## src/rtl/dit_pkg.sv

```systemverilog
// package: register map, field layouts, states and pin bundles of the display timing block
// Operation
// - clock down edge at ceil of down-time
// - clock up edge at ceil of up-time
// - clock low from up to down; launch at start
// - separate write and read timing settings
// - single mode: controls idle one period after
// - read stretched by wait states, up to three
// - start pulse fixed one pixel wide
// - gate clock rise and fall delays
// - power save drop and raise delays
// - inversion toggles once per line at delay
// - three-wire and four-wire serial variants
// - two five-wire variants, select sampling differs
// - three-wire output enable steers shared line
// - optional programmable preamble before frame
// - read/write and select bit order programmable
// - read/write bit can be disabled
// - data phase single word or burst
// - four-wire: separate lines, no turnaround
package dit_pkg;
  // clock of the block, also the reference clock
  localparam int CLK_PERIOD_NS = 4;
  // register byte offsets
  localparam logic [7:0] OFF_REF = 8'h00;
  localparam logic [7:0] OFF_WR = 8'h04;
  localparam logic [7:0] OFF_RD = 8'h08;
  localparam logic [7:0] OFF_CTRL = 8'h0C;
  localparam logic [7:0] OFF_GO = 8'h10;
  localparam logic [7:0] OFF_PDAT = 8'h14;
  localparam logic [7:0] OFF_PAN1 = 8'h18;
  localparam logic [7:0] OFF_PAN2 = 8'h1C;
  localparam logic [7:0] OFF_PRE = 8'h20;
  localparam logic [7:0] OFF_SDAT = 8'h24;
  localparam logic [7:0] OFF_STAT = 8'h28;
  // go register bit positions
  localparam int GO_START = 0;
  localparam int GO_READ = 1;
  // serial variants
  localparam logic [1:0] SM_3W = 2'h0;
  localparam logic [1:0] SM_4W = 2'h1;
  localparam logic [1:0] SM_5W1 = 2'h2;
  localparam logic [1:0] SM_5W2 = 2'h3;
  // reset values
  localparam logic [7:0] RST_REF = 8'(CLK_PERIOD_NS);
  localparam logic [23:0] RST_WR = 24'h0C0410;
  localparam logic [31:0] RST_RD = 32'h0C0C0410;
  localparam logic [31:0] RST_CTRL = 32'h00000100;
  localparam logic [31:0] RST_PAN1 = 32'h40301001;
  localparam logic [31:0] RST_PAN2 = 32'h03FF2010;
  localparam logic [19:0] RST_PAR = 20'hC0000;
  localparam logic [3:0] RST_PANEL = 4'h2;
  localparam logic [4:0] RST_SER = 5'h10;
  // timing in ns: down, up, period
  typedef struct packed {logic [7:0] downT; logic [7:0] upT; logic [7:0] period;} dit_wtim_s;
  typedef struct packed {
    logic [7:0] sample; logic [7:0] downT; logic [7:0] upT; logic [7:0] period;
  } dit_rtim_s;
  // control register layout
  typedef struct packed {
    logic [13:0] pad; logic [3:0] burstLen; logic [3:0] preLen; logic rwFirst; logic rwEn;
    logic [1:0] serMode; logic sclkInv; logic csInv; logic [1:0] waitSt; logic single;
    logic panelEn;
  } dit_ctrl_s;
  // panel delays in pixel clocks; pixDiv in reference cycles
  typedef struct packed {
    logic [7:0] invDelay; logic [7:0] gateDown; logic [7:0] gateUp; logic [7:0] hStart;
  } dit_pan1_s;
  typedef struct packed {
    logic [7:0] pixDiv; logic [7:0] lineLen; logic [7:0] psRaise; logic [7:0] psDrop;
  } dit_pan2_s;
  // serial request word
  typedef struct packed {logic [21:0] pad; logic read; logic rs; logic [7:0] data;} dit_sreq_s;
  // register bus from software
  typedef struct packed {logic [7:0] addr; logic [31:0] wdata; logic wr; logic rd;} dit_bus_s;
  // pin bundles
  typedef struct packed {logic clk; logic csN; logic rw; logic oe; logic [15:0] data;} dit_par_s;
  typedef struct packed {logic ssp; logic gate; logic ps; logic inv;} dit_pan_s;
  typedef struct packed {logic cs; logic sclk; logic dout; logic oe; logic rs;} dit_ser_s;
  // state machines
  typedef enum logic [2:0] {A_IDLE = 3'h1, A_RUN = 3'h2, A_GAP = 3'h4} dit_acc_e;
  typedef enum logic [4:0] {
    S_IDLE = 5'h01, S_SETUP = 5'h02, S_HEAD = 5'h04, S_DATA = 5'h08, S_END = 5'h10
  } dit_ser_e;
  // whole state of the block
  typedef struct packed {
    logic [7:0] refP; dit_wtim_s wr; dit_rtim_s rd; dit_ctrl_s ctrl; dit_pan1_s pan1;
    dit_pan2_s pan2; logic [15:0] pre; logic [31:0] rdata;
    dit_acc_e accSt; logic [9:0] elap; logic isRead; logic [1:0] waitLeft; logic sampled;
    logic [15:0] pdat; logic [15:0] parRx; dit_par_s par;
    logic [15:0] dIn1; logic [15:0] dIn2; logic sIn1; logic sIn2;
    logic [7:0] divCnt; logic [7:0] pixCnt; dit_pan_s pan;
    dit_ser_e serSt; logic [1:0] phase; logic [4:0] hdrIdx; logic [2:0] bitIdx;
    logic [3:0] wordsLeft; logic [7:0] txWord; logic [7:0] shift; logic rs; logic rw;
    logic [7:0] serRx; dit_ser_s ser;
  } dit_state_s;
endpackage : dit_pkg

```

## src/rtl/dit_top.sv

```systemverilog
// display interface timing: parallel access clocking, panel sequencing, serial link
//
// Chosen here: the plain strobed port and the placing of the registers.
`timescale 1ns/1ns
module dit_top (
  input wire logic ref_clk,
  input wire logic arst_n,
  input wire dit_pkg::dit_bus_s bus,
  output logic [31:0] rdData,
  input wire logic [15:0] parDataIn,
  output dit_pkg::dit_par_s parPins,
  output dit_pkg::dit_pan_s panelPins,
  input wire logic serialDataIn,
  output dit_pkg::dit_ser_s serialPins
);
  // registered and next state
  dit_pkg::dit_state_s s;
  dit_pkg::dit_state_s n;

  // header bit: preamble msb first, then read/write and select
  function automatic logic hdrBit(
    input logic [4:0] idx,
    input dit_pkg::dit_ctrl_s c,
    input logic [15:0] pre,
    input logic rw,
    input logic rs
  );
    logic [4:0] j;
    logic bothIn;
    j = idx - {1'b0, c.preLen};
    // select travels in the frame only for three and four wire
    bothIn = c.rwEn && !c.serMode[1];
    if (idx < {1'b0, c.preLen}) begin
      hdrBit = pre[c.preLen - 4'h1 - idx[3:0]];
    end else if (bothIn) begin
      hdrBit = ((j == 5'h00) == c.rwFirst) ? rw : rs;
    end else begin
      hdrBit = c.rwEn ? rw : rs;
    end
  endfunction : hdrBit

  // next-state logic for every engine
  always_comb begin
    logic [9:0] refW;
    logic [9:0] perW;
    logic [9:0] upW;
    logic [9:0] dnW;
    logic [4:0] hdrLen;
    logic rsIn;
    logic serAct;
    dit_pkg::dit_sreq_s req;
    n = s;
    // every local gets a value before any branch reads it
    upW = '0;
    dnW = '0;
    serAct = 1'b0;
    refW = {2'h0, s.refP};
    perW = {2'h0, s.isRead ? s.rd.period : s.wr.period};
    req = dit_pkg::dit_sreq_s'(bus.wdata);
    rsIn = !s.ctrl.serMode[1];
    hdrLen = {1'b0, s.ctrl.preLen} + {4'h0, s.ctrl.rwEn} + {4'h0, rsIn};
    // pin inputs, second stage is the only one read
    n.dIn1 = parDataIn;
    n.dIn2 = s.dIn1;
    n.sIn1 = serialDataIn;
    n.sIn2 = s.sIn1;
    // register writes
    n.rdata = '0;
    if (bus.wr) begin
      if (bus.addr == dit_pkg::OFF_REF) begin
        n.refP = bus.wdata[7:0];
      end else if (bus.addr == dit_pkg::OFF_WR) begin
        n.wr = bus.wdata[23:0];
      end else if (bus.addr == dit_pkg::OFF_RD) begin
        n.rd = bus.wdata;
      end else if (bus.addr == dit_pkg::OFF_CTRL) begin
        n.ctrl = bus.wdata;
      end else if (bus.addr == dit_pkg::OFF_PDAT) begin
        n.pdat = bus.wdata[15:0];
      end else if (bus.addr == dit_pkg::OFF_PAN1) begin
        n.pan1 = bus.wdata;
      end else if (bus.addr == dit_pkg::OFF_PAN2) begin
        n.pan2 = bus.wdata;
      end else if (bus.addr == dit_pkg::OFF_PRE) begin
        n.pre = bus.wdata[15:0];
      end else if (bus.addr == dit_pkg::OFF_SDAT) begin
        // also refills the next burst word while busy
        n.txWord = req.data;
      end
    end
    // read mux, data stands the following cycle only
    if (bus.rd) begin
      if (bus.addr == dit_pkg::OFF_REF) begin
        n.rdata = {24'h000000, s.refP};
      end else if (bus.addr == dit_pkg::OFF_WR) begin
        n.rdata = {8'h00, s.wr};
      end else if (bus.addr == dit_pkg::OFF_RD) begin
        n.rdata = s.rd;
      end else if (bus.addr == dit_pkg::OFF_CTRL) begin
        n.rdata = s.ctrl;
      end else if (bus.addr == dit_pkg::OFF_PDAT) begin
        n.rdata = {16'h0000, s.pdat};
      end else if (bus.addr == dit_pkg::OFF_PAN1) begin
        n.rdata = s.pan1;
      end else if (bus.addr == dit_pkg::OFF_PAN2) begin
        n.rdata = s.pan2;
      end else if (bus.addr == dit_pkg::OFF_PRE) begin
        n.rdata = {16'h0000, s.pre};
      end else if (bus.addr == dit_pkg::OFF_STAT) begin
        // live busy flags and last captured data
        n.rdata = {s.accSt != dit_pkg::A_IDLE, s.serSt != dit_pkg::S_IDLE, 6'h00,
                   s.serRx, s.parRx};
      end
    end
    // parallel access engine; elapsed time counts in ns
    case (s.accSt)
      dit_pkg::A_IDLE: begin
        if (bus.wr && bus.addr == dit_pkg::OFF_GO && bus.wdata[dit_pkg::GO_START]) begin
          n.accSt = dit_pkg::A_RUN;
          n.elap = '0;
          n.isRead = bus.wdata[dit_pkg::GO_READ];
          n.waitLeft = s.ctrl.waitSt;
          n.sampled = 1'b0;
          n.par.data = s.pdat;
        end
      end
      dit_pkg::A_RUN: begin
        n.elap = s.elap + refW;
        // first cycle whose elapsed time reaches the sample point
        if (s.isRead && !s.sampled && s.elap >= {2'h0, s.rd.sample}) begin
          n.parRx = s.dIn2;
          n.sampled = 1'b1;
        end
        if (s.elap + refW >= perW) begin
          n.elap = '0;
          if (s.isRead && s.waitLeft != 2'h0) begin
            n.waitLeft = s.waitLeft - 2'h1;
          end else if (s.ctrl.single) begin
            n.accSt = dit_pkg::A_GAP;
          end else begin
            n.accSt = dit_pkg::A_IDLE;
          end
        end
      end
      dit_pkg::A_GAP: begin
        // one full interface period with every control idle
        n.elap = s.elap + refW;
        if (s.elap + refW >= perW) begin
          n.elap = '0;
          n.accSt = dit_pkg::A_IDLE;
        end
      end
      default: begin
        n.accSt = dit_pkg::A_IDLE;
      end
    endcase
    // edges land on whole reference cycles: ceil of time over period
    upW = {2'h0, n.isRead ? s.rd.upT : s.wr.upT};
    dnW = {2'h0, n.isRead ? s.rd.downT : s.wr.downT};
    n.par.csN = (n.accSt != dit_pkg::A_RUN);
    n.par.clk = !(n.accSt == dit_pkg::A_RUN && n.elap >= upW && n.elap < dnW);
    n.par.rw = n.isRead;
    n.par.oe = (n.accSt == dit_pkg::A_RUN) && !n.isRead;
    // panel sequencer, one pixel every pixDiv+1 cycles
    if (!s.ctrl.panelEn) begin
      n.divCnt = '0;
      n.pixCnt = '0;
      n.pan = dit_pkg::RST_PANEL;
    end else if (s.divCnt == s.pan2.pixDiv) begin
      n.divCnt = '0;
      n.pixCnt = (s.pixCnt == s.pan2.lineLen) ? 8'h00 : s.pixCnt + 8'h01;
      // width is one pixel by construction, not programmable
      n.pan.ssp = (n.pixCnt == s.pan1.hStart - 8'h01);
      if (n.pixCnt == s.pan1.gateUp) begin
        n.pan.gate = 1'b1;
      end else if (n.pixCnt == s.pan1.gateDown) begin
        n.pan.gate = 1'b0;
      end
      if (n.pixCnt == s.pan2.psDrop) begin
        n.pan.ps = 1'b0;
      end else if (n.pixCnt == s.pan2.psRaise) begin
        n.pan.ps = 1'b1;
      end
      if (n.pixCnt == s.pan1.invDelay) begin
        n.pan.inv = !s.pan.inv;
      end
    end else begin
      n.divCnt = s.divCnt + 8'h01;
    end
    // serial engine, four cycles per bit
    case (s.serSt)
      dit_pkg::S_IDLE: begin
        if (bus.wr && bus.addr == dit_pkg::OFF_SDAT) begin
          n.serSt = dit_pkg::S_SETUP;
          n.rs = req.rs;
          n.rw = req.read;
          n.wordsLeft = s.ctrl.burstLen;
          n.hdrIdx = '0;
          n.bitIdx = '0;
          n.phase = '0;
          n.shift = req.data;
          // select stands before chip select goes active
          if (s.ctrl.serMode == dit_pkg::SM_5W2) begin
            n.ser.rs = req.rs;
          end
        end
      end
      dit_pkg::S_SETUP: begin
        n.serSt = (hdrLen == 5'h00) ? dit_pkg::S_DATA : dit_pkg::S_HEAD;
        if (s.ctrl.serMode == dit_pkg::SM_5W1) begin
          n.ser.rs = s.rs;
        end
      end
      dit_pkg::S_HEAD: begin
        n.phase = s.phase + 2'h1;
        if (s.phase == 2'h3) begin
          if (s.hdrIdx == hdrLen - 5'h01) begin
            n.serSt = dit_pkg::S_DATA;
          end else begin
            n.hdrIdx = s.hdrIdx + 5'h01;
          end
        end
      end
      dit_pkg::S_DATA: begin
        n.phase = s.phase + 2'h1;
        if (s.phase == 2'h3) begin
          // synchroniser delay: picks the level of the low phase
          n.serRx = {s.serRx[6:0], s.sIn2};
          n.shift = {s.shift[6:0], 1'b0};
          n.bitIdx = s.bitIdx + 3'h1;
          if (s.bitIdx == 3'h7) begin
            if (s.wordsLeft != 4'h0) begin
              n.wordsLeft = s.wordsLeft - 4'h1;
              n.shift = s.txWord;
            end else begin
              n.serSt = dit_pkg::S_END;
            end
          end
        end
      end
      dit_pkg::S_END: begin
        n.serSt = dit_pkg::S_IDLE;
        n.ser.rs = 1'b0;
      end
      default: begin
        n.serSt = dit_pkg::S_IDLE;
      end
    endcase
    // serial pins from the next state
    serAct = (n.serSt == dit_pkg::S_HEAD) || (n.serSt == dit_pkg::S_DATA);
    n.ser.cs = s.ctrl.csInv ? serAct : !serAct;
    n.ser.sclk = (serAct && n.phase[1]) ^ s.ctrl.sclkInv;
    n.ser.dout = (n.serSt == dit_pkg::S_HEAD) ?
                 hdrBit(n.hdrIdx, s.ctrl, s.pre, n.rw, n.rs) : n.shift[7];
    // three-wire releases the shared line for read data
    n.ser.oe = (s.ctrl.serMode != dit_pkg::SM_3W) ||
               (serAct && !(n.serSt == dit_pkg::S_DATA && n.rw));
  end

  // state register
  always_ff @(posedge ref_clk or negedge arst_n) begin
    if (!arst_n) begin
      s <= '0;
      s.refP <= dit_pkg::RST_REF;
      s.wr <= dit_pkg::RST_WR;
      s.rd <= dit_pkg::RST_RD;
      s.ctrl <= dit_pkg::RST_CTRL;
      s.pan1 <= dit_pkg::RST_PAN1;
      s.pan2 <= dit_pkg::RST_PAN2;
      s.accSt <= dit_pkg::A_IDLE;
      s.par <= dit_pkg::RST_PAR;
      s.pan <= dit_pkg::RST_PANEL;
      s.serSt <= dit_pkg::S_IDLE;
      s.ser <= dit_pkg::RST_SER;
    end else begin
      s <= n;
    end
  end

  // outputs straight from flops
  assign rdData = s.rdata;
  assign parPins = s.par;
  assign panelPins = s.pan;
  assign serialPins = s.ser;

  // helpers for the checks below
  logic [9:0] aRef;
  logic [9:0] aUp;
  logic [9:0] aDn;
  logic [9:0] aPer;
  logic [9:0] aSmp;
  assign aRef = {2'h0, s.refP};
  assign aUp = {2'h0, s.isRead ? s.rd.upT : s.wr.upT};
  assign aDn = {2'h0, s.isRead ? s.rd.downT : s.wr.downT};
  assign aPer = {2'h0, s.isRead ? s.rd.period : s.wr.period};
  assign aSmp = {2'h0, s.rd.sample};
endmodule : dit_top

```

## config.mk

```make
export PLATFORM = sky130hd
export DESIGN_NAME = dit_top
export DESIGN_NICKNAME = d
export VERILOG_FILES = /design/src/rtl/dit_pkg.sv /design/src/rtl/dit_top.sv
export SDC_FILE = /design/constraint.sdc
export NUM_CORES = 1
export LEC_CHECK = 0
export ABC_AREA = 1
export CORE_ASPECT_RATIO = 1.1
export CORE_MARGIN = 2
export CORE_UTILIZATION = 50
export CTS_CLUSTER_DIAMETER = 50
export CTS_CLUSTER_SIZE = 28
export DETAILED_ROUTE_END_ITERATION = 7
export DONT_BUFFER_PORTS = 1
export GPL_ROUTABILITY_DRIVEN = 0
export SYNTH_ARGS = -nofsm -noshare
export SYNTH_HDL_FRONTEND = slang
export SYNTH_SLANG_ARGS = --single-unit
```

## constraint.sdc

```tcl
create_clock -name ref_clk -period 5.6 [get_ports ref_clk]
set_input_delay 1.12 -clock ref_clk [delete_from_list [all_inputs] [get_ports ref_clk]]
set_output_delay 1.12 -clock ref_clk [all_outputs]
set_load 0.02 [all_outputs]
```

==> results.md, run 1 <==
Final layout:
- Cells with a size suffix above 1 make up 8.97% of the layout.
- Leaving out fill and tap cells, the most frequent cell in the layout is nand2_1.
- The filler cell count is 3439.
- The number of diodes added for antenna fixing is 0.
- The utilization of the core after routing is approximately 54%.
- The net total in the final layout is around 2200.
- In the layout the commonest cells are nand2_1, dfrtp_1, o21ai_0.
- The relative area change from synthesis to final layout is 6.94%.

Timing:
- The hold slack is 0.267 ns.
- The highest clock frequency the design can meet is 0.214 GHz.
- Setup violations remaining at the end of the flow were counted as 0.
- Setup repair after global routing left no endpoint under its margin.
- The shortest clock period the worst path allows after layout is 4.68 ns.
- The final worst-path setup slack is 0.920 ns.
- The worst slew slack as a fraction of its limit is 21.3%.
- The clock skew after layout is 0.0214 ns.
- The number of endpoints with negative hold slack in the final report is 0.
- The final cycle utilization of the critical path is 83.6%.
- At the pin with the least slew margin, the transition time is 1.18 ns.
- The number of pins exceeding their max-slew limit in the final report is 0.
- The sum of negative setup slack is 0 ns.

Setup path:
- The slowest stage of the critical path belongs to the cell fa_1.
- The arrival time of data at the critical path endpoint is about 5.1 ns.
- For this run, the slowest stage of the critical path takes 0.48 ns.
- The critical path is of the reg -> reg type.
- The setup check on the worst reg-to-reg path leaves a slack of 0.92 ns.
- In this design, the critical path's most frequently occurring cell is inv_1.
- The number of cell instances on the worst register-to-register path is 32.
- The kind of start point of the critical path is a flip-flop.
- The type of destination of the critical path is a flip-flop.
- The required time at the endpoint of the critical path is 6.05 ns.
- The peak fanout along the critical path is 5.

Floorplanning:
- The die width is around 190 um.
- In this run the count of I/O pins placed on the die edge is 122.
- The number of cell rows is 74.
- The floorplan step defined a core boundary enclosing ~37000 um^2.
- The die boundary height is 208 um.
- The die covers 39600 um^2.
- For this configuration, the core starts out at a cell density of 50.9%.

Pwr:
- Across the VDD grid, the largest voltage drop is 0.320 mV.
- The static leakage is 9.30 nW.
- For this design the ratio of total power to cell area is ~340 nW/um^2.

Synthesis:
- The synthesized netlist cell count is about 2200.
- The most used flip-flop cell after synthesis is dfrtp_1.
- Synthesis inferred 380 register bits.
- The number of enable flip-flop cells after synthesis is 0.
- The post-synth net total is 2297.
- For this run, asynchronously set or reset flops after synthesis account for 100%.
- The post-synthesis cell area is 19000 um^2.
- The average instance in the mapped netlist occupies about 8.7 um^2.
- The number of unique standard cell types used by synthesis is about 60.
- The number of warnings printed during yosys synthesis is 0.
- The sequential share of the synthesized area is 50.3%.

Placed design:
- Prior to clock tree synthesis, the placed netlist has a worst setup slack of 1.05 ns.
- Buffers placed on the I/O ports in this run total 0.
- The placed wire-length estimate after detailed placement is approximately 39 mm.

Clock network:
- CTS saw 380 sinks.
- Post-CTS timing repair inserted 0 buffers for setup.
- The longest clock path from root to sink contains 3 buffers.
- Clock tree synthesis inserted a total of 40 buffers.
- The cell at the root of the clock tree is clkbuf_16.
- The count of instances resized after the clock tree is built is 0.
- At the later pin of the worst-skew pair, clock insertion delay measures 0.55 ns.
- The count of H-tree levels built during CTS is 2.
- The CTS tree is yes.
- Clock-pin slew was measured on the worst setup and hold paths at 0.07 ns.
- The hold buffer count at cts is 0.

GRT:
- For this run, global-route usage on met2 was measured as 43.4%.
- The global-route met1 utilization is 39.1%.
- The total overflow left after global routing is 0.
- The number of antenna violations at the first check in global routing is 3.
- The total routing resource utilization after global routing is between 20 and 30%.
- The first global-routing pass estimated 84.4 mm of wire.
- The pin count of the biggest net entering global routing is 381.
- For met3 alone, demand over resource in global routing was 5.41%.
- The layer flagged by global routing as most heavily used is met2.
- The via count of the first global-routing pass is between 10000 and 15000.

Route:
- After detailed routing, the number of remaining DRC violations is 0.
- After the first detailed-routing iteration, the DRC count stood at 1507.
- The total routed wirelength is 55.3 mm.
- The number of nets still failing antenna checks after routing is 0.
- The per-cell via count in the routed design is 5.78.
- Detailed routing inserted a total of 15100 vias.
- In the final routed layout, each cell accounts on average for between 20 and 25 um.
- The first TritonRoute pass finished after 5 iterations.

Worst hold path:
- The min-delay analysis places its worst path in the category in -> async.

Job:
- Max-cap violations in this run came to 0.

Run status:
- The flow ran to the end, and the final reports show no timing, DRC or antenna violations.
==> Yosys cell counts, types with 14 or more instances <==
cell type | n | area, um^2
o21ai_0 | 320 | 1600
a221oi_1 | 14 | 123
dfstp_2 | 35 | 920
inv_2 | 14 | 52.6
dfrtp_1 | 345 | 8630
o221ai_1 | 21 | 184
clkbuf_1 | 61 | 229
xor2_1 | 22 | 193
o211ai_1 | 17 | 128
xnor2_1 | 15 | 131
nor3_1 | 15 | 75.1
nand3_1 | 59 | 295
buf_4 | 65 | 488
o22ai_1 | 50 | 313
nor2_1 | 112 | 420
nand4_1 | 16 | 100
ha_1 | 56 | 701
inv_1 | 247 | 927
nand2_1 | 428 | 1610
mux2i_1 | 16 | 160
a21oi_1 | 106 | 531
==> sequential cells by signal, indices dropped and copies added, names as in the netlist <==
signal,cells
n,17
panelPins,4
s,286
aSmp,8
rdData,32
aRef,8
parPins,20
serialPins,5
==> path summary, 6_finish.rpt <==
path                                      endpoint                from
setup / recovery           serialPins[2]$_DFF_PN0_  s[292]$_DFFE_PN0P_
max in group asynchronous         s[6]$_DFFE_PN0P_              arst_n
hold / removal             parPins[11]$_DFFE_PN0P_              arst_n
min in group ref_clk               s[87]$_DFF_PN0_     n[87]$_DFF_PN0_
hold reg to reg                    s[87]$_DFF_PN0_     n[87]$_DFF_PN0_
setup reg to reg           serialPins[2]$_DFF_PN0_  s[292]$_DFFE_PN0P_
==> power by group <==
| group | internal (mW) | total (mW) | switching, mW |
|---|---|---|---|
| logic | 0.320 | 0.935 | 0.615 |
| registers | 2.91 | 3.05 | 0.142 |
| clock network | 1.57 | 2.83 | 1.26 |
==> area by class of cell <==
| type | instances | area, um^2 | share of cell area, % |
|---|---|---|---|
| inverter | 264 | 991 | 4.88 |
| clock inverter | 27 | 354 | 1.74 |
| multi-input combinational | 1389 | 7650 | 37.6 |
| clock buffer | 45 | 1050 | 5.17 |
| timing repair buffer | 14 | 105 | 0.517 |
| sequential | 380 | 9550 | 47.0 |
| tap | 494 | 618 | 3.04 |
==> logic make-up (layout without fill, tap and decap cells) <==
kind of cell	count (synthesis)	count (layout)	synth area share, %
buffers and inverters	408	350	9.54
AOI/OAI and AO/OA	600	600	18.5
and+or+nand+nor	676	676	15.1
DFF	380	380	50.3
muxes	17	17	0.902
adders and majority gates	59	59	4.00
xor gates and xnor gates	37	37	1.71
==> worst max-delay path: cells and delay by family, from the launching register on <==
family	cells	cell delay (ns)
and+or+nand+nor	16	1.27
buffers and inverters	8	0.82
DFF	1	0.42
AOI/OAI and AO/OA	2	0.28
xor gates and xnor gates	1	0.16
adders and majority gates	5	1.64
==> metal layers <==
metal	vias to the layer above	part of all wire [%]
li1	7079	-
met3	117	8.0
met1	7275	43
met5	-	0
met4	0	4.1
met2	625	45
==> metrics by stage <==
stage / total power, mW / instance area (um^2) / std cells
finish: 6.82 / 20300 / 2613
global route: 7.10 / 20300 / 2613
CTS: 6.86 / 20300 / 2613
detailed placement: 4.02 / 18900 / 2541
global placement: 3.99 / 18900 / 2541
floorplan: 3.78 / 19000 / 2177
Note: power is estimated with default switching activity, not from simulation.
==> run 2, diff against run 1 <==
PLACE_DENSITY = 0.68   (was default)
clock period = 4.3 ns   (was 5.6 ns; I/O delays follow)
==> run 2 against run 1 <==
Compared with the run above:
- non-clock buffer count grew 29
- routed wire length increased by 0.48%
- fmax increased by 12%
- sequential cell count unchanged
- utilization rose by 1.4 points
- setup slack worse by 0.78 ns
- critical path depth is 3 lower
- worst hold slack worse by 0.14 ns
==> results.md, run 2 (synthesis results as in run 1) <==
Run status:
- The run finished with clean final reports.

Pwr:
- The relative contribution of combinational cells to total power is 16.3% (+2.6 points).
- The total power density per cell area is 434 nW/um^2 (+29%).
- The total net switching power is 2.80 mW (+38%).
- The largest voltage drop on the vdd net was 0.354 mV (+11%).
- The switching power as a share of total power was 31.0% (+1.3 points).
- The relative contribution of sequential cells to total power is 44.0% (-0.7 points).
- The clock share of power is 39.8% (-1.8 points).
- The internal power of the cells was 6.24 mW (+30%).
- The static leakage is 9.51 nW (+2.3%).

Floorplanning:
- The number of cell rows was 74 (unchanged).
- The number of placed I/O pins came to 122 (unchanged).
- The initial standard-cell utilization of the core is 50.9% (unchanged).
- The core outline area is 37300 um^2 (unchanged).
- The die boundary height was 208 um (unchanged).
- The die outline area is 39600 um^2 (unchanged).
- The die width was 190 um (unchanged).

Job:
- The number of max-cap violations is 0 (unchanged).

Final layout:
- In the layout the commonest cells are nand2_1, dfrtp_1, o21ai_0.
- The filler cell count came to 3240 (-5.8%).
- The utilization of the core after routing is 55.8% (+1.4 points).
- The final standard cell count with taps included and fillers excluded is 2643 (+1.1%).
- The register area came to 9550 um^2 (unchanged).
- The final cell area excluding filler cells was 20800 um^2 (+2.5%).
- The fraction of layout cells with a size suffix above 1 was 12.5% (+3.6 points).
- The relative area change from synthesis to final layout is 9.67%.
- The largest register by flop count is s.
- The area occupied by multi-input gates is 7870 um^2 (+2.9%).
- The flip-flop count of the largest register, all copies and words added is 286 (unchanged).
- Leaving out fill and tap cells, the most frequent cell in the layout is nand2_1.
- The net total in the final layout came to 2237 (+1.3%).

Setup path:
- The combined buffer and inverter count along the critical path is 7 (-1).
- The slowest stage of the critical path belongs to the cell fa_2.
- The critical register-to-register path startpoint is s[292]$_DFFE_PN0P_.
- The arrival time of data at the critical path endpoint was 4.67 ns (-0.46 ns).
- The setup slack of the most critical reg-to-reg path is 0.14 ns (-0.78 ns).
- The peak fanout along the critical path came to 8 (+3).
- The number of cell instances on the worst register-to-register path is 29 (-9.4%).
- The critical register-to-register path endpoint is serialPins[2]$_DFF_PN0_.
- The type of the worst setup path is reg -> reg.
- The required time at the endpoint of the critical path is 4.81 ns (-1.24 ns).
- The family of cells with the greatest summed delay on the critical path is adder cells.
- The cell type with the highest occurrence count on the critical path is inv_2.
- The start point of the critical path is s[292]$_DFFE_PN0P_.
- STA classifies the critical path endpoint as a flip-flop.
- The delay of the slowest cell on the worst path is 0.63 ns (+0.15 ns).
- The kind of start point of the critical path is a flip-flop.
- The critical path depth was 29 (-9.4%).

Timing:
- The number of endpoints with negative hold slack in the final report is 0 (unchanged).
- The hold slack was 0.130 ns (-0.137 ns).
- The worst slew slack as a fraction of its limit is 34.8% (+13 points).
- The number of pins exceeding their max-slew limit in the final report is 0 (unchanged).
- The slew at the pin closest to its max-slew limit is 0.975 ns (-0.201 ns).
- Setup repair after global routing could not meet its margin everywhere.
- The final cycle utilization of the critical path is 96.8% (+13 points).
- The clock skew after layout is 0.0358 ns (+0.0144 ns).
- The final number of setup-violating endpoints is 0 (unchanged).
- The sum of negative setup slack is 0 ns (unchanged).
- The shortest clock period the worst path allows after layout is 4.16 ns (-0.520 ns).
- The highest clock frequency the design can meet is 0.240 GHz (+12%).

Route:
- The average wire per standard cell is 21.0 um (-0.66%).
- The number of nets still failing antenna checks after routing is 0 (unchanged).
- The number of iterations in the first detailed-routing pass is 6 (+1).
- The per-cell via count in the routed design came to 5.91 (+2.3%).
- The total routed wirelength is 55.5 mm (+0.48%).
- The number of DRC markers in iteration 0 is 1831 (+21%).
- The total via count after detailed routing is 15600 (+3.5%).
- The number of remaining DRC errors is 0 (unchanged).

Worst hold path:
- The class of the tightest hold or removal check is in -> async.

GRT:
- The first-pass GRT wire length is 83.0 mm (-1.6%).
- The via count of the first global-routing pass is 14500 (+3.6%).
- The number of antenna violations at the first check in global routing came to 4 (+1).
- The aggregate global routing overflow is 0 (unchanged).
- The pin count of the biggest net entering global routing is 381 (unchanged).
- The total routing resource utilization after global routing is 27.2% (-0.87 points).

Clock network:
- The later-pin clock latency in the skew report is 0.60 ns (+0.05 ns).
- The number of sinks handled by clock tree synthesis is 380 (unchanged).
- The root buffer cell chosen for the clock tree is clkbuf_16.
- The count of H-tree levels built during CTS is 2 (unchanged).
- The clock-pin slew of the registers on the worst-case setup and hold paths is 0.07 ns (about the same).
- The number of buffers between clock root and the deepest sink came to 3 (unchanged).
- The TritonCTS buffer count is 39 (-2.5%).
- TritonCTS built the clock tree.

Placed design:
- The number of buffers inserted by port buffering is 0 (unchanged).
- The placed wire-length estimate after detailed placement was 37.8 mm (-3.7%).
- The instance area after placement was 19000 um^2 (+0.44%).
- The instance count after placement with tap cells included came to 2552 (+0.43%).
run 2: cell types whose count changed in the layout (fill, tap and decap cells not counted), sizes merged:
cell	delta
inv	-1
diode	+1
clkbuf	-4
clkinv	+6
buf	+29
bufinv	-1
run 2: final cells by class:
type / instances / share of cell area, %
Antenna cell: 1 / 0.0120
Clock buffer: 41 / 4.77
Clock inverter: 31 / 1.83
Inverter: 264 / 4.78
Multi-Input combinational cell: 1389 / 37.8
Sequential cell: 380 / 45.8
Tap cell: 494 / 2.97
Timing Repair Buffer: 43 / 2.03
run 2: stage by stage:
step | setup WS (ns) | power (mW)
detailed placement | -0.115 | 5.23
floorplan | 0.242 | 4.92
global placement | 0.0513 | 5.18
CTS | 0.0272 | 8.84
global route | -0.124 | 9.43
finish | 0.140 | 9.04
run 2: power groups by stage:
stage               sequential (mW)  combinational (mW)  clock (mW)
finish                         3.97                1.47        3.60
floorplan                      3.95               0.976           0
global placement               4.02                1.16           0
global route                   3.99                1.64        3.79
detailed placement             4.03                1.20           0
CTS                            3.96                1.22        3.65
run 2: timing repair:
action	CTS	global route
buffers inserted	0	13
pin swaps	2	25
endpoints found under the hold margin	196	66
endpoints found under the setup margin	1	2
gates resized for setup	4	55
run 2: routing by layer:
| layer | track usage, % | vias up | share of wire [%] | wire [um] |
|---|---|---|---|---|
| li1 | - | 7128 | - | - |
| met1 | 36.3 | 7578 | 41 | 22500 |
| met3 | 4.37 | 167 | 8.0 | 4420 |
| met4 | 13.6 | 2 | 5.3 | 2940 |
| met2 | 43.0 | 753 | 46 | 25600 |
| met5 | 0 | - | 0.023 | 13 |
run 2: how the worst max path moves through the flow:
stage	endpoint	slack, ns
CTS	serialPins[2]$_DFF_PN0_	0.03
finish	serialPins[2]$_DFF_PN0_	0.14
detailed placement	serialPins[2]$_DFF_PN0_	-0.12
global placement	serialPins[2]$_DFF_PN0_	0.05
floorplan	serialPins[2]$_DFF_PN0_	0.24
global route	serialPins[2]$_DFF_PN0_	-0.12
run 2: worst reg2reg max path, delay by kind of cell (launching register included):
family	cells	cell delay [ns]
AOI/OAI and AO/OA	8	1.05
adders and majority gates	4	1.49
buffers and inverters	7	0.45
DFF	1	0.36
and+or+nand+nor	10	0.77
==> run 3, diff against run 2 <==
CTS_BUF_LIST = sky130_fd_sc_hd__clkbuf_8   (was default)
PLACE_DENSITY = default   (was 0.68)
clock period = 4.4 ns   (was 4.3 ns; I/O delays follow)
==> run 3 against run 2 <==
Compared with the run above:
- the run now ends with negative hold slack left
- die area unchanged
- clock power down 21%
- combinational power down 16%
- sequential power down 2%
- sequential cell count unchanged
- non-clock buffer count down 14
- routed wire length down 0.87%
- first-iteration DRC count down 23%
- cell area down 3.2%
- sequential share of layout area up 1.5 points
- utilization down 1.8 points
- via count down 2.8%
==> results.md, run 3 (synthesis results as in run 1) <==
Setup path:
- The delay of the slowest cell on the worst path is 0.44 ns (-0.19 ns).
- In this design, the largest share of critical-path delay is due to adder cells.
- The most numerous cell type found on the critical path is nand2_1.
- The type of the worst setup path is reg -> reg.
- The required time at the endpoint of the critical path was 4.93 ns (+0.12 ns).
- The peak fanout along the critical path came to 4 (-4).
- The startpoint identified for the worst register-to-register timing path is s[295]$_DFFE_PN0P_.
- STA classifies the critical path endpoint as a flip-flop.
- On the critical path, the stage with the largest delay is an instance of dfrtp_2.
- The arrival time of data at the critical path endpoint is 4.68 ns (about the same).
- The start point of the critical path is s[295]$_DFFE_PN0P_.
- The combined buffer and inverter count along the critical path is 6 (-1).
- STA classifies the critical path startpoint as a flip-flop.

Pwr:
- The total power density per cell area was 395 nW/um^2 (-9.1%).
- The largest voltage drop on the vdd net is 0.301 mV (-15%).
- The static leakage is 9.23 nW (-3.0%).

Route:
- The number of DRC markers in iteration 0 was 1412 (-23%).
- The number of nets still failing antenna checks after routing is 0 (unchanged).
- The number of iterations in the first detailed-routing pass is 5 (-1).
- The per-cell via count in the routed design came to 5.76 (-2.5%).
- The number of remaining DRC errors is 0 (unchanged).
- The average wire per standard cell was 20.9 um (-0.57%).
- The total routed wirelength is 55.1 mm (-0.87%).
- The total via count after detailed routing is 15200 (-2.8%).

Timing:
- The shortest clock period the worst path allows after layout is 4.16 ns (-0.00176 ns).
- The slew at the pin closest to its max-slew limit was 1.11 ns (+0.133 ns).
- The final number of setup-violating endpoints is 0 (unchanged).
- The highest clock frequency the design can meet is 0.240 GHz (about the same).
- The number of endpoints with negative hold slack in the final report is 76 (+76).
- The worst slew slack as a fraction of its limit is 25.9% (-8.9 points).
- Setup repair after global routing could not meet its margin everywhere.
- The clock skew after layout is 0.0288 ns (-0.00700 ns).
- The number of pins exceeding their max-slew limit in the final report is 0 (unchanged).
- The final cycle utilization of the critical path is 94.5% (-2.2 points).
- The hold slack was -0.0583 ns (-0.188 ns).

Floorplanning:
- The die boundary height is 208 um (unchanged).
- The number of cell rows is 74 (unchanged).
- The number of placed I/O pins is 122 (unchanged).
- The die outline area is 39600 um^2 (unchanged).
- The initial standard-cell utilization of the core is 50.9% (unchanged).
- The die width came to 190 um (unchanged).
- The core outline area came to 37300 um^2 (unchanged).

Clock network:
- The count of H-tree levels built during CTS is 2 (unchanged).
- In this run the clock root is driven by a clkbuf_8.
- The TritonCTS buffer count is 43 (+10%).
- The clock-pin slew of the registers on the worst-case setup and hold paths is 0.09 ns (+0.02 ns).
- The number of buffers between clock root and the deepest sink is 3 (unchanged).
- The number of sinks handled by clock tree synthesis is 380 (unchanged).
- TritonCTS built the clock tree.
- The later-pin clock latency in the skew report came to 0.64 ns (+0.04 ns).

Final layout:
- The filler cell count is 3412 (+5.3%).
- The register area is 9550 um^2 (about the same).
- The utilization of the core after routing came to 54.1% (-1.8 points).
- The area growth from synthesis to layout is 6.18%.
- Leaving out fill and tap cells, the most frequent cell in the layout is nand2_1.
- The area occupied by multi-input gates is 7720 um^2 (-1.9%).
- The net total in the final layout is 2227 (-0.45%).
- The largest register by flop count is s.
- The fraction of layout cells with a size suffix above 1 is 10.7% (-1.8 points).
- The final cell area excluding filler cells was 20200 um^2 (-3.2%).
- The flip-flop count of the largest register, all copies and words added is 286 (unchanged).
- The library cells used most frequently in the layout, excluding fill and tap cells, are nand2_1, dfrtp_1, o21ai_0.

GRT:
- The number of antenna violations at the first check in global routing is 5 (+1).
- The aggregate global routing overflow is 0 (unchanged).
- The first-pass GRT wire length is 85.3 mm (+2.8%).
- The total routing resource utilization after global routing is 28.2% (+1.0 points).
- The pin count of the biggest net entering global routing is 381 (unchanged).
- The via count of the first global-routing pass is 14400 (-0.76%).

Placed design:
- The placed wire-length estimate after detailed placement was 39.1 mm (+3.6%).
- The instance area after placement came to 19000 um^2 (about the same).
- The number of buffers inserted by port buffering is 0 (unchanged).

Run status:
- The flow ran to the end, but the final reports show violations.
- The final reports fail on negative hold slack.

Job:
- The number of max-cap violations is 0 (unchanged).

Worst hold path:
- The class of the tightest hold or removal check is in -> async.
## run 3: cell count changes in the layout (fill, tap and decap cells not counted), moves of 6 or more
cell | before | now
clkbuf_8 | 1 | 46
clkbuf_16 | 39 | 0
buf_4 | 38 | 27
inv_1 | 237 | 245
inv_2 | 22 | 16
nand2_1 | 419 | 425
## run 3: repair_timing
action | CTS | global route
gates resized for setup | 1 | 21
endpoints found under the setup margin | 1 | 2
pin swaps | 0 | 8
endpoints found under the hold margin | 345 | 345
setup buffers | 0 | 6
## run 3: per-layer routing
layer  wire length, um  vias up  global-route usage (%)
li1                  -     7108                       -
met1             23800     7401                    39.6
met2             25300      580                    43.9
met3              4080       99                    4.59
met4              1930        0                    10.7
met5                 0        -                       0
## run 3: path summary, 6_finish.rpt
path	to	slack (ns)	depth (start not counted)
max	serialPins[2]$_DFF_PN0_	0.24	30
min	parPins[11]$_DFFE_PN0P_	-0.06	0
max reg2reg	serialPins[2]$_DFF_PN0_	0.24	30
min reg2reg	s[70]$_DFF_PN0_	0.35	0
max in group asynchronous	s[46]$_DFF_PN0_	3.72	0
min in group ref_clk	n[75]$_DFF_PN0_	0.25	0
## run 3: final cells by class
type	count	area share [%]
clock inverters	32	2.03
multi-input cells	1389	38.3
well taps	494	3.06
repair buffers	29	1.20
flip-flops and latches	380	47.4
clock buffers	46	3.14
diodes	1	0.0124
inverters	264	4.92
## run 3: worst reg2reg max path: cells and delay by family (launching register included)
family | cells | cell delay (ns)
adder cells (fa/ha/maj) | 5 | 1.55
XOR/XNOR | 2 | 0.28
buffers and inverters | 6 | 0.41
AO/OA/AOI/OAI | 2 | 0.25
flip-flops | 1 | 0.44
AND/OR/NAND/NOR | 15 | 1.14
## run 3: power breakdown
group | leakage, nW | total, mW | internal, mW | switching [mW]
sequential | 5.03 | 3.88 | 3.70 | 0.180
combinational | 3.68 | 1.24 | 0.435 | 0.802
clock | 0.517 | 2.85 | 1.24 | 1.61
total | 9.23 | 7.96 | 5.37 | 2.59
## run 3: per-stage QoR
step	std cells	setup WS [ns]	power (mW)	TNS, ns
2_1_floorplan	2177	0.342	4.81	0
3_3_place_gp	2550	0.116	5.08	0
3_5_place_dp	2550	-0.00408	5.13	-0.00408
4_1_cts	2628	0.0222	7.97	0
5_1_grt	2634	-0.0661	8.32	-0.0712
6_report	2635	0.242	7.96	0
